**src/pwr_mode_pkg.sv**
```systemverilog
// Constants, types and register map for the operating-mode controller.
// Assumes a 200 MHz mclk and a word-aligned Avalon-MM register port.
package pwr_mode_pkg;

	// Clock and timing
	localparam int unsigned CLK_HZ           = 200_000_000;
	localparam int unsigned CLK_PER_MS       = CLK_HZ / 1000;
	localparam int unsigned RESET_DELAY_MS   = 100;
	localparam int unsigned RESET_DELAY_CYC  = RESET_DELAY_MS * CLK_PER_MS;
	localparam int unsigned START_RC_SHORT   = 2;
	localparam int unsigned START_RC_LONG    = 128;
	localparam int unsigned START_CRYSTAL    = 128;
	localparam int unsigned DELAY_CNT_W      = 26;

	// Register byte addresses
	localparam logic [3:0]  ADDR_CONTROL_REGISTER_ZERO       = 4'h0;
	localparam logic [3:0]  ADDR_STATUS      = 4'h4;
	localparam logic [3:0]  ADDR_PORT_WAKE   = 4'h8;

	// Field positions
	localparam int unsigned BIT_CLK_MODE     = 0;
	localparam int unsigned BIT_XTAL_LP      = 1;
	localparam int unsigned BIT_PDF          = 0;
	localparam int unsigned BIT_TO           = 1;
	localparam int unsigned BIT_SLOW_ACTIVE  = 2;
	localparam int unsigned LSB_STATE        = 4;
	localparam int unsigned LSB_CAUSE        = 8;

	// Reset values
	localparam logic [7:0]  PORT_WAKE_RST    = 8'h00;
	localparam logic [31:0] DATA_ZERO        = 32'h0000_0000;

	// Oscillator configuration option
	typedef enum logic [1:0] {
		OSC_FAST_XTAL     = 2'b00,
		OSC_EXT_RC        = 2'b01,
		OSC_FAST_RC       = 2'b10,
		OSC_FAST_RC_SLOW  = 2'b11
	} osc_cfg_t;

	// Watchdog clock source option
	typedef enum logic [1:0] {
		WDT_SRC_SYS       = 2'b00,
		WDT_SRC_SLOW_RC   = 2'b01,
		WDT_SRC_SLOW_XTAL = 2'b10
	} wdt_src_t;

	// Controller states
	typedef enum logic [1:0] {
		ST_RUN            = 2'b00,
		ST_SLEEP          = 2'b01,
		ST_WAKE           = 2'b10
	} pwr_state_t;

	// Last wake-up source
	typedef enum logic [2:0] {
		CAUSE_NONE        = 3'b000,
		CAUSE_EXT         = 3'b001,
		CAUSE_WDT         = 3'b010,
		CAUSE_PIN         = 3'b011,
		CAUSE_IRQ         = 3'b100
	} wake_cause_t;

	// Register select
	typedef enum logic [1:0] {
		SEL_CONTROL_REGISTER_ZERO         = 2'b00,
		SEL_STATUS        = 2'b01,
		SEL_PORT_WAKE     = 2'b10,
		SEL_NONE          = 2'b11
	} reg_sel_t;

	// Avalon-MM request from the master
	typedef struct packed {
		logic [3:0]  address;
		logic        read;
		logic        write;
		logic [31:0] writedata;
	} avl_req_t;

endpackage : pwr_mode_pkg

```
**src/pwr_mode_ctrl.sv**
```systemverilog
// Normal/Slow/Sleep mode controller with wake-up sources and start-up delays.
// Assumes the core pulses halt and clear-watchdog for one cycle, and that
// pins, interrupt flags and options are synchronous to mclk.
//
// Implementation choices: the Avalon-MM interface to the registers and the address map.
`timescale 1ns/1ps

// Contract
// - Slow crystal only with fast internal RC
// - Fast crystal or external RC disables slow crystal
// - Clock-mode bit acts only in combined configuration
// - Normal: both run; Slow: fast RC stopped
// - Sleep stops fast clock; slow crystal runs
// - Halt enters Sleep whatever the clock mode
// - Sleep holds execution and all state
// - Sleep clears watchdog; stops if system-clocked
// - Halt sets power-down, clears time-out flag
// - Wake on reset, pin edge, interrupt, watchdog
// - Reset wake resets fully; watchdog wake resets PC/SP
// - Power-down cleared by power-up or clear-watchdog
// - Watchdog wake sets time-out, resets PC/SP only
// - Enabled pin falling edge wakes, resumes after halt
// - Disabled or stack-full interrupt resumes after halt
// - Enabled interrupt with free stack is serviced
// - Flag already set before Sleep cannot wake
// - Wake delay: start-up, plus reset delay
// - Reset delay is 100 ms power-on delay
// - Crystal low-power bit: 0 quick, 1 low power
module pwr_mode_ctrl #(
	parameter int unsigned N_IRQ              = 4,
	parameter int unsigned RESET_DELAY_CYCLES = pwr_mode_pkg::RESET_DELAY_CYC,
	parameter bit          SHORT_RC_START     = 1'b0
) (
	// Clock and power-on reset
	input  wire logic                   mclk,
	input  wire logic                   rst_n,
	// Register port
	input  wire pwr_mode_pkg::avl_req_t avl,
	output logic [31:0]                 avl_readdata,
	output logic                        avl_waitrequest,
	// Configuration options
	input  wire pwr_mode_pkg::osc_cfg_t osc_cfg,
	input  wire pwr_mode_pkg::wdt_src_t wdt_src,
	// Core events
	input  wire logic                   halt_exec,
	input  wire logic                   clr_wdt_exec,
	input  wire logic                   ext_reset_req,
	input  wire logic                   wdt_overflow,
	input  wire logic                   stack_full,
	input  wire logic [7:0]             port_pins,
	input  wire logic [N_IRQ-1:0]       irq_req,
	input  wire logic [N_IRQ-1:0]       irq_enable,
	// Clock steering
	output logic                        fast_osc_run,
	output logic                        slow_osc_run,
	output logic                        sys_clk_slow,
	output logic                        slow_xtal_low_power,
	// Core control
	output logic                        cpu_hold,
	output logic                        wdt_clear,
	output logic                        wdt_run,
	output logic                        full_reset,
	output logic                        pc_sp_reset,
	output logic                        irq_take,
	output logic                        resume_next
);
	import pwr_mode_pkg::*;

	localparam logic [DELAY_CNT_W-1:0] RST_DLY   = DELAY_CNT_W'(RESET_DELAY_CYCLES);
	localparam logic [DELAY_CNT_W-1:0] DLY_RC_S  = DELAY_CNT_W'(START_RC_SHORT);
	localparam logic [DELAY_CNT_W-1:0] DLY_RC_L  = DELAY_CNT_W'(START_RC_LONG);
	localparam logic [DELAY_CNT_W-1:0] DLY_XTAL  = DELAY_CNT_W'(START_CRYSTAL);

	// Address decode shared by read and write paths
	function automatic reg_sel_t reg_decode(input logic [3:0] addr);
		case (addr)
			ADDR_CONTROL_REGISTER_ZERO:     reg_decode = SEL_CONTROL_REGISTER_ZERO;
			ADDR_STATUS:    reg_decode = SEL_STATUS;
			ADDR_PORT_WAKE: reg_decode = SEL_PORT_WAKE;
			default:        reg_decode = SEL_NONE;
		endcase
	endfunction : reg_decode

	pwr_state_t                 state_reg;
	pwr_state_t                 state_next;
	wake_cause_t                cause_reg;
	wake_cause_t                cause_next;
	logic                       clock_mode_select_reg;
	logic                       power_down_flag_reg;
	logic                       watchdog_timeout_flag_reg;
	logic [7:0]                 port_wake_enable_reg;
	logic [7:0]                 pin_prev_reg;
	logic [N_IRQ-1:0]           irq_premask_reg;
	logic [N_IRQ-1:0]           irq_hit_reg;
	logic                       comb_cfg;
	logic                       slow_sel;
	logic                       wr_go;
	logic                       wake_pin;
	logic                       wake_irq;
	logic                       wake_wdt;
	logic                       any_wake;
	logic                       start_delay;
	logic                       delay_done;
	logic [DELAY_CNT_W-1:0]     startup_load;
	logic [DELAY_CNT_W-1:0]     delay_load;
	logic [N_IRQ-1:0]           irq_new;

	// Clock source qualification
	assign comb_cfg = (osc_cfg == OSC_FAST_RC_SLOW);
	assign slow_sel = clock_mode_select_reg && comb_cfg;

	// Wake sources; flags set before Sleep are masked out
	assign irq_new  = irq_req & ~irq_premask_reg;
	assign wake_irq = |irq_new;
	assign wake_pin = |(pin_prev_reg & ~port_pins & port_wake_enable_reg);
	assign wake_wdt = wdt_overflow && (wdt_src != WDT_SRC_SYS);
	assign any_wake = ext_reset_req || wake_wdt || wake_pin || wake_irq;
	assign start_delay = (state_reg == ST_SLEEP && any_wake) ||
		(state_reg == ST_RUN && ext_reset_req);

	// Start-up time depends on the fast oscillator type
	assign startup_load = (osc_cfg == OSC_FAST_XTAL) ? DLY_XTAL :
		(SHORT_RC_START ? DLY_RC_S : DLY_RC_L);
	assign delay_load = ext_reset_req ? (startup_load + RST_DLY) : startup_load;

	// Wake cause with reset first, then watchdog, pin, interrupt
	always_comb begin
		cause_next = cause_reg;
		if (start_delay) begin
			if (ext_reset_req) begin
				cause_next = CAUSE_EXT;
			end else if (wake_wdt) begin
				cause_next = CAUSE_WDT;
			end else if (wake_pin) begin
				cause_next = CAUSE_PIN;
			end else begin
				cause_next = CAUSE_IRQ;
			end
		end
	end

	// Mode sequencing
	always_comb begin
		state_next = state_reg;
		case (state_reg)
			ST_RUN: begin
				if (ext_reset_req) begin
					state_next = ST_WAKE;
				end else if (halt_exec) begin
					state_next = ST_SLEEP;
				end
			end
			ST_SLEEP: begin
				if (any_wake) begin
					state_next = ST_WAKE;
				end
			end
			ST_WAKE: begin
				if (delay_done) begin
					state_next = ST_RUN;
				end
			end
			default: state_next = ST_RUN;
		endcase
	end

	always_ff @(posedge mclk or negedge rst_n) begin
		if (!rst_n) begin
			state_reg <= ST_RUN;
			cause_reg <= CAUSE_NONE;
		end else begin
			state_reg <= state_next;
			cause_reg <= cause_next;
		end
	end

	// Start-up and reset delay timer
	startup_timer #(
		.CNT_W (DELAY_CNT_W)
	) u_timer (
		.mclk  (mclk),
		.rst_n (rst_n),
		.start (start_delay),
		.load  (delay_load),
		.done  (delay_done)
	);

	// Edge history and interrupt snapshot at Sleep entry
	always_ff @(posedge mclk or negedge rst_n) begin
		if (!rst_n) begin
			pin_prev_reg    <= PORT_WAKE_RST;
			irq_premask_reg <= '0;
			irq_hit_reg     <= '0;
		end else begin
			pin_prev_reg <= port_pins;
			if (state_reg == ST_RUN && halt_exec) begin
				irq_premask_reg <= irq_req;
			end else if (state_reg != ST_SLEEP) begin
				irq_premask_reg <= '0;
			end
			if (state_reg == ST_SLEEP && any_wake) begin
				irq_hit_reg <= irq_new;
			end
		end
	end

	// Status flags; halt wins over a clear in the same cycle
	always_ff @(posedge mclk or negedge rst_n) begin
		if (!rst_n) begin
			power_down_flag_reg       <= 1'b0;
			watchdog_timeout_flag_reg <= 1'b0;
		end else begin
			if (state_reg == ST_RUN && halt_exec) begin
				power_down_flag_reg       <= 1'b1;
				watchdog_timeout_flag_reg <= 1'b0;
			end else if (clr_wdt_exec) begin
				power_down_flag_reg <= 1'b0;
			end
			// A timeout in the halt cycle still lands; the set wins over the clear
			if (wake_wdt || (state_reg == ST_RUN && wdt_overflow)) begin
				watchdog_timeout_flag_reg <= 1'b1;
			end
		end
	end

	// Clock steering follows the next state so outputs align with it
	always_ff @(posedge mclk or negedge rst_n) begin
		if (!rst_n) begin
			fast_osc_run <= 1'b1;
			slow_osc_run <= 1'b0;
			sys_clk_slow <= 1'b0;
		end else begin
			// Fast RC off in Slow and Sleep; it must run through start-up
			fast_osc_run <= (state_next == ST_WAKE) ||
				(state_next == ST_RUN && !slow_sel);
			slow_osc_run <= comb_cfg;
			sys_clk_slow <= slow_sel && state_next == ST_RUN;
		end
	end

	// Core hold and watchdog steering
	always_ff @(posedge mclk or negedge rst_n) begin
		if (!rst_n) begin
			cpu_hold  <= 1'b0;
			wdt_clear <= 1'b0;
			wdt_run   <= 1'b1;
		end else begin
			cpu_hold  <= (state_next != ST_RUN);
			wdt_clear <= (state_reg == ST_RUN && halt_exec);
			wdt_run   <= (state_next != ST_SLEEP) || (wdt_src != WDT_SRC_SYS);
		end
	end

	// Actions at the end of the wake delay, one-cycle pulses
	always_ff @(posedge mclk or negedge rst_n) begin
		if (!rst_n) begin
			full_reset  <= 1'b0;
			pc_sp_reset <= 1'b0;
			irq_take    <= 1'b0;
			resume_next <= 1'b0;
		end else begin
			full_reset  <= 1'b0;
			pc_sp_reset <= 1'b0;
			irq_take    <= 1'b0;
			resume_next <= 1'b0;
			if (state_reg == ST_WAKE && delay_done) begin
				case (cause_reg)
					CAUSE_EXT: full_reset  <= 1'b1;
					CAUSE_WDT: pc_sp_reset <= 1'b1;
					CAUSE_PIN: resume_next <= 1'b1;
					CAUSE_IRQ: begin
						// Pending request stays set in its flag for later service
						if (|(irq_hit_reg & irq_enable) && !stack_full) begin
							irq_take <= 1'b1;
						end else begin
							resume_next <= 1'b1;
						end
					end
					default: resume_next <= 1'b1;
				endcase
			end
		end
	end

	// Avalon slave: one wait cycle, then a one-cycle answer
	assign wr_go = avl.write && !avl_waitrequest;
	always_ff @(posedge mclk or negedge rst_n) begin
		if (!rst_n) begin
			avl_waitrequest <= 1'b1;
			avl_readdata    <= DATA_ZERO;
		end else begin
			avl_waitrequest <= !((avl.read || avl.write) && avl_waitrequest);
			if (avl.read && avl_waitrequest) begin
				avl_readdata <= DATA_ZERO;
				case (reg_decode(avl.address))
					SEL_CONTROL_REGISTER_ZERO: begin
						avl_readdata[BIT_CLK_MODE] <= clock_mode_select_reg;
						avl_readdata[BIT_XTAL_LP]  <= slow_xtal_low_power;
					end
					SEL_STATUS: begin
						avl_readdata[BIT_PDF]         <= power_down_flag_reg;
						avl_readdata[BIT_TO]          <= watchdog_timeout_flag_reg;
						avl_readdata[BIT_SLOW_ACTIVE] <= sys_clk_slow;
						avl_readdata[LSB_STATE +: 2]  <= state_reg;
						avl_readdata[LSB_CAUSE +: 3]  <= cause_reg;
					end
					SEL_PORT_WAKE: avl_readdata[7:0] <= port_wake_enable_reg;
					default:       avl_readdata <= DATA_ZERO;
				endcase
			end
		end
	end
	// Control register; both bits clear at power-on
	always_ff @(posedge mclk or negedge rst_n) begin
		if (!rst_n) begin
			clock_mode_select_reg <= 1'b0;
			slow_xtal_low_power   <= 1'b0;
		end else if (wr_go && reg_decode(avl.address) == SEL_CONTROL_REGISTER_ZERO) begin
			clock_mode_select_reg <= avl.writedata[BIT_CLK_MODE];
			slow_xtal_low_power   <= avl.writedata[BIT_XTAL_LP];
		end
	end
	// Pin wake enables
	always_ff @(posedge mclk or negedge rst_n) begin
		if (!rst_n) begin
			port_wake_enable_reg <= PORT_WAKE_RST;
		end else if (wr_go && reg_decode(avl.address) == SEL_PORT_WAKE) begin
			port_wake_enable_reg <= avl.writedata[7:0];
		end
	end
endmodule : pwr_mode_ctrl

```
**src/startup_timer.sv**
```systemverilog
// Down-counter that times the start-up and reset delays after a wake event.
// Assumes start is a one-cycle pulse and load is at least one.
`timescale 1ns/1ps
module startup_timer #(
	parameter int unsigned CNT_W = 26
) (
	// Clock and reset
	input  wire logic             mclk,
	input  wire logic             rst_n,
	// Control
	input  wire logic             start,
	input  wire logic [CNT_W-1:0] load,
	// Result
	output logic                  done
);
	import pwr_mode_pkg::*;

	localparam logic [CNT_W-1:0] CNT_ONE = CNT_W'(1);

	logic [CNT_W-1:0] count_reg;

	// Count down from the load value; a new start restarts the count
	always_ff @(posedge mclk or negedge rst_n) begin
		if (!rst_n) begin
			count_reg <= '0;
		end else if (start) begin
			count_reg <= load;
		end else if (count_reg != '0) begin
			count_reg <= count_reg - CNT_ONE;
		end
	end

	// Done pulses exactly load cycles after the start edge
	always_ff @(posedge mclk or negedge rst_n) begin
		if (!rst_n) begin
			done <= 1'b0;
		end else begin
			done <= !start && (count_reg == CNT_ONE);
		end
	end

endmodule : startup_timer

```
**config.mk**
```make
export PLATFORM = sky130hd
export DESIGN_NAME = pwr_mode_ctrl
export DESIGN_NICKNAME = d
export VERILOG_FILES = /design/src/pwr_mode_pkg.sv /design/src/pwr_mode_ctrl.sv /design/src/startup_timer.sv
export SDC_FILE = /design/constraint.sdc
export NUM_CORES = 1
export LEC_CHECK = 0
export BUFFER_PORTS_ARGS = -buffer_cell sky130_fd_sc_hd__buf_2
export CAP_MARGIN = 15
export CORE_MARGIN = 4
export CORE_UTILIZATION = 41
export DETAILED_ROUTE_END_ITERATION = 8
export PLACE_DENSITY = 0.69
export RECOVER_POWER = 100
export SKIP_CTS_REPAIR_TIMING = 1
export SLEW_MARGIN = 20
export SYNTH_ARGS = -nofsm -noshare
export SYNTH_HDL_FRONTEND = slang
export SYNTH_HIERARCHICAL = 1
export SYNTH_SLANG_ARGS = --single-unit
```
**constraint.sdc**
```tcl
create_clock -name mclk -period 4.85 [get_ports mclk]
set_input_delay 0 -clock mclk [delete_from_list [all_inputs] [get_ports mclk]]
set_output_delay 0 -clock mclk [all_outputs]
set_load 0.05 [all_outputs]
```
==> results.sh, run 1 <==
export IMPL_cp_top_family="simple AND/OR/NAND/NOR gates"
export IMPL_max_freq_ghz=0.275
export IMPL_holdPathEnd="resume_next$_DFF_PN0_"
export IMPL_grtUsageTotal_pct=15.7
export IMPL_drc=0
export IMPL_overflow=0
export IMPL_post_route_period_util_pct=74.9
export IMPL_htree_levels=3
export IMPL_multi_input_area_um2=2150
export IMPL_coreArea_um2=10400
export IMPL_final_common_cell="dfrtp_1"
export IMPL_setup_viol=0
export IMPL_final_area_um2=5220
export IMPL_synth_edf_count=0
export IMPL_largest_reg_flops=26
export IMPL_r2r_end="u_timer/done$_DFF_PN0_"
export IMPL_grt_first_pass_wirelength_um=16300
export IMPL_start_util_pct=42.4
export IMPL_io_pins=109
export IMPL_clock_latency_ns=0.35
export IMPL_r2r_slack_ns=1.22
export IMPL_drtIter0Drc=207
export IMPL_first_pass_iters=4
export IMPL_max_slew_margin_pct=18.4
export IMPL_crit_top_cell="nor4_1"
export IMPL_hp_start="irq_enable[3]"
export IMPL_die_area_um2=12400
export IMPL_syn_cell_area_um2=4390
export IMPL_fin_crit_ns=3.63
export IMPL_postRouteAntennaNets=0
export IMPL_cp_arrival_ns=3.85
export IMPL_syn_to_final_growth_pct=18.9
export IMPL_cp_max_fo=27
export IMPL_synth_area_per_cell_um2=10.3
export IMPL_worstMarginPinSlew_ns=1.22
export IMPL_hold_class="input port to register"
export IMPL_critPathKind="register to register"
export IMPL_max_clock_path_buffers=2
export IMPL_yosys_area_top_type="dfrtp_1"
export IMPL_hold_viol=0
export IMPL_yosysTopAreaCellShare_pct=45.0
export IMPL_post_place_ws_ns=1.77
export IMPL_die_h_um=112
export IMPL_viasPerCell=5.19
export IMPL_place_hpwl_um=6840
export IMPL_synth_ff_latch_count=82
export IMPL_std_cell_rows=37
export IMPL_nNetsFinal=602
export IMPL_cts_tree="done"
export IMPL_slowest_delay_ns=0.90
export IMPL_total_power_mw=2.38
export IMPL_cp_startpoint="port_wake_enable_reg[2]$_DFFE_PN0P_"
export IMPL_setup_tns_ns=0
export IMPL_die_x_um=112
export IMPL_final_cell_mix="dfrtp_1 (79), nand2_1 (49), conb_1 (40)"
export IMPL_cp_buffers_inverters=2
export IMPL_worst_r2r_cell_count=9
export IMPL_cp_start_kind="register"
export IMPL_n_antenna_cell=0
export IMPL_place_area_um2=4760
export IMPL_cts_sinks=82
export IMPL_yosysUniqueCellTypes=70
export IMPL_antenna_found_initial=0
export IMPL_ys_warn_count=6
export IMPL_cts_root_buf="clkbuf_8"
export IMPL_cp_required_ns=5.07
export IMPL_path_clk_slew_ns=0.09
export IMPL_fin_ws_ns=1.22
export IMPL_io_buffers=63
export IMPL_ys_flop_type="dfrtp_1"
export IMPL_r2r_start="port_wake_enable_reg[2]$_DFFE_PN0P_"
export IMPL_fillCellCount=986
export IMPL_cts_buffers=9
export IMPL_drv_cap=0
export IMPL_routed_via_count=3491
export IMPL_synth_area_leaders="dfrtp_1 (45%), nand2_1 (4.2%), buf_4 (3.9%)"
export IMPL_outcome="finished, final reports clean"
export IMPL_rsz0062_at_grt="false"
export IMPL_grt_pass1_vias=3376
export IMPL_whs_path_depth=4
export IMPL_syn_instance_count=426
export IMPL_p_leak_nw=2.15
export IMPL_power_density_nw_per_um2=457
export IMPL_routed_wl_um=9920
export IMPL_seq_area_frac_synth_pct=46.8
export IMPL_skew_ns=0.0151
export IMPL_grt_max_degree=83
export IMPL_area_sequential_um2=2060
export IMPL_slowest_stage="clkbuf_1"
export IMPL_async_flop_share_pct=100
export IMPL_layout_drive_gt1_share_pct=16.0
export IMPL_drv_slew=0
export IMPL_peakVddDrop_v=0.000173
export IMPL_utilization_pct=50.4
export IMPL_wl_per_cell_um=14.7
export IMPL_crit_chain="and3b_1 -> nand3b_1 -> nor4_1 -> nand3_4 -> and2_0 -> clkinv_1 -> clkbuf_1 -> nand3_1 -> nor4_1"
export IMPL_endpoint_kind="register"
export IMPL_place_gp_congestion=0.851
-- power by group --
| group | switching (mW) | internal (mW) |
|---|---|---|
| sequential | 0.266 | 0.869 |
| clock | 0.272 | 0.247 |
| combinational | 0.429 | 0.301 |
| total | 0.967 | 1.42 |
-- worst reg2reg max path, cell delays in order, from the launching register on --
cell and delay, ns:
dfrtp_1 0.40, and3b_1 0.19, nand3b_1 0.15, nor4_1 0.67, nand3_4 0.19, and2_0 0.42
clkinv_1 0.10, clkbuf_1 0.90, nand3_1 0.21, nor4_1 0.28
-- how the worst max path moves through the flow --
stage	to	slack, ns	cells after the start
after floorplan	u_timer/count_reg[23]$_DFFE_PN0P_	2.74	9
after global placement	u_timer/count_reg[19]$_DFFE_PN0P_	1.79	9
after detailed placement	u_timer/count_reg[19]$_DFFE_PN0P_	1.77	9
after CTS	u_timer/count_reg[19]$_DFFE_PN0P_	1.75	9
after global routing	u_timer/done$_DFF_PN0_	0.91	9
final	u_timer/done$_DFF_PN0_	1.22	9
-- metrics by stage --
step,hold slack (ns),instances
6_report,0.0354,673
4_1_cts,-0.265,642
2_1_floorplan,-0.296,464
3_3_place_gp,0.119,626
3_5_place_dp,0.118,626
5_1_grt,0.0467,673
-- layout make-up --
type                    instances  share of cell area, %
clock inverters                 7                   1.58
inverters                       8                  0.575
repair buffers                 96                   11.6
multi-input cells             335                   41.2
clock buffers                   9                   2.37
well taps                     136                   3.26
flip-flops and latches         82                   39.4
-- cell usage after synthesis (4+ instances only) --
cell / count
a21oi_1: 15
a22oi_1: 9
and2_1: 4
buf_4: 23
buf_6: 4
clkbuf_1: 8
dfrtp_1: 79
ha_1: 5
inv_1: 7
mux2_1: 4
mux2_2: 7
nand2_1: 49
nand2b_1: 9
nand3_1: 7
nand3b_1: 7
nor2_1: 33
nor3_1: 11
nor3_2: 4
nor4_2: 4
nor4_4: 6
o21ai_0: 16
o21ai_1: 19
o2bb2ai_1: 4
o31ai_1: 6
or4_1: 5
xnor2_1: 7
xor2_1: 5
-- metal layers --
metal	GRT usage [%]	share of wire, %	vias up	wire length (um)
met5	0	0	-	0
met3	3.91	4.8	10	478
met1	20.1	43	1697	4300
li1	-	-	1689	-
met4	3.24	1.2	0	123
met2	27.2	51	95	5020
-- cells by family (layout without fill, tap and decap cells) --
kind of cell             after synthesis  after routing  share of synthesized area [%]
AO/OA/AOI/OAI                         99             99                           15.1
other                                  2             40                          0.171
multiplexers                          13             13                           3.28
AND/OR/NAND/NOR                      166            166                           23.8
flip-flops                            82             82                           46.8
buffers and inverters                 47            120                           6.98
adder cells (fa/ha/maj)                5              5                           1.42
XOR/XNOR                              12             12                           2.39
Note: power is estimated with default switching activity, not from simulation.
==> run 2: changes to the inputs <==
Clock period 4.85 ns to 3.4 ns, I/O delays scaled along.
==> results.sh, run 2 (same netlist as run 1, synthesis figures left out) <==
export IMPL_outcome="complete, but fails checks"
export IMPL_violations="max-capacitance violations, max-slew violations"
export IMPL_n_antenna_cell=0
export IMPL_setup_viol=0
export IMPL_die_x_um=112
export IMPL_post_route_period_util_pct=83.9
export IMPL_setup_tns_ns=0
export IMPL_place_area_um2=4800
export IMPL_cts_root_buf="clkbuf_8"
export IMPL_antenna_found_initial=0
export IMPL_holdWs_ns=0.0164
export IMPL_worstMarginPinSlew_ns=2.01
export IMPL_overflow=0
export IMPL_grtUsageTotal_pct=15.7
export IMPL_p_leak_nw=2.16
export IMPL_grt_pass1_vias=3333
export IMPL_power_density_nw_per_um2=637
export IMPL_cp_buffers_inverters=3
export IMPL_htree_levels=3
export IMPL_skew_ns=0.0108
export IMPL_die_h_um=112
export IMPL_cts_sinks=82
export IMPL_max_slew_margin_pct=-34.2
export IMPL_slowest_stage="and2_0"
export IMPL_hold_class="input port to register"
export IMPL_largest_reg_flops=26
export IMPL_layout_drive_gt1_share_pct=16.6
export IMPL_hold_viol=0
export IMPL_viasPerCell=5.16
export IMPL_cts_tree="done"
export IMPL_max_freq_ghz=0.351
export IMPL_final_cell_mix="dfrtp_1 (79), nand2_1 (49), conb_1 (40)"
export IMPL_nNetsFinal=607
export IMPL_cp_arrival_ns=3.08
export IMPL_fin_crit_ns=2.85
export IMPL_whs_path_depth=4
export IMPL_path_clk_slew_ns=0.09
export IMPL_rsz0062_at_grt="false"
export IMPL_stdcell_count=678
export IMPL_slowest_delay_ns=0.45
export IMPL_cp_required_ns=3.63
export IMPL_endpoint_kind="register"
export IMPL_critPathKind="register to register"
export IMPL_io_pins=109
export IMPL_place_hpwl_um=6930
export IMPL_io_buffers=63
export IMPL_grt_max_degree=83
export IMPL_max_clock_path_buffers=2
export IMPL_dp_cells=631
export IMPL_drc=0
export IMPL_syn_to_final_growth_pct=19.0
export IMPL_worst_r2r_cell_count=10
export IMPL_die_area_um2=12400
export IMPL_postRouteAntennaNets=0
export IMPL_routed_wl_um=10000
export IMPL_coreArea_um2=10400
export IMPL_drv_slew=83
export IMPL_cp_top_family="simple AND/OR/NAND/NOR gates"
export IMPL_final_area_um2=5230
export IMPL_std_cell_rows=37
export IMPL_peakVddDrop_v=0.000314
export IMPL_start_util_pct=42.4
export IMPL_grt_first_pass_wirelength_um=16100
export IMPL_cp_start_kind="register"
export IMPL_wl_per_cell_um=14.8
export IMPL_cts_buffers=9
export IMPL_clock_latency_ns=0.36
export IMPL_final_common_cell="dfrtp_1"
export IMPL_drv_cap=1
export IMPL_crit_chain="nand3b_1 -> o21ai_1 -> nor4_4 -> nand3_1 -> and2_0 -> buf_4 -> clkinv_1 -> buf_4 -> nand3_1 -> nor4_1"
export IMPL_first_pass_iters=4
export IMPL_routed_via_count=3501
export IMPL_place_gp_congestion=0.870
export IMPL_cp_max_fo=24
export IMPL_cp_depth=10
export IMPL_drtIter0Drc=211
==> run 2: cell types whose count changed in the layout (fill, tap and decap cells not counted), sizes merged <==
cell    delta
clkbuf     +2
bufinv     -1
buf        +4
inv        -2
clkinv     +2
==> run 2: path summary, 6_finish.rpt <==
check,endpoint,slack (ns),from
worst max register to register,u_timer/done$_DFF_PN0_,0.55,port_wake_enable_reg[0]$_DFFE_PN0P_
worst max-delay path,u_timer/done$_DFF_PN0_,0.55,port_wake_enable_reg[0]$_DFFE_PN0P_
worst min-delay path,resume_next$_DFF_PN0_,0.02,irq_enable[3]
min in group asynchronous,cause_reg[1]$_DFFE_PN0P_,0.75,rst_n
max in group asynchronous,pin_prev_reg[1]$_DFF_PN0_,1.47,rst_n
worst min register to register,avl_readdata[9]$_DFFE_PN0P_,0.48,avl_readdata[9]$_DFFE_PN0P_
==> run 2: layer usage <==
metal | track usage (%) | part of all wire (%) | vias up
li1 | - | - | 1696
met4 | 4.95 | 1.2 | 0
met3 | 3.64 | 5.0 | 14
met2 | 26.1 | 50 | 88
met5 | 0 | 0 | -
met1 | 20.3 | 44 | 1703
==> run 2: power breakdown <==
part           switching (mW)  leakage [nW]  internal (mW)
Combinational           0.637          1.07          0.445
Sequential              0.350          1.01           1.24
Clock                   0.382        0.0835          0.273
Total                    1.37          2.16           1.96
==> run 2: worst register-to-register path: stages, from the launching register on <==
cell      delay, ns
dfrtp_1        0.42
nand3b_1       0.10
o21ai_1        0.14
nor4_4         0.37
nand3_1        0.28
and2_0         0.45
buf_4          0.33
clkinv_1       0.08
buf_4          0.19
nand3_1        0.10
nor4_1         0.28
==> run 2: per-stage QoR <==
| step | util [%] | total power, mW | setup slack, ns |
|---|---|---|---|
| 6_report | 50.4 | 3.33 | 0.549 |
| 5_1_grt | 50.4 | 3.56 | 0.312 |
| 4_1_cts | 48.0 | 3.36 | 0.777 |
| 3_5_place_dp | 46.3 | 2.69 | 0.799 |
| 3_3_place_gp | 46.3 | 2.65 | 0.818 |
| 2_1_floorplan | - | 2.45 | 1.29 |
==> run 2: layout make-up <==
type | instances | area, um2
Clock buffer | 10 | 128
Clock inverter | 6 | 50.0
Fill cell | 1014 | 5140
Inverter | 8 | 30.0
Multi-Input combinational cell | 335 | 2160
Sequential cell | 82 | 2060
Tap cell | 136 | 170
Timing Repair Buffer | 101 | 638
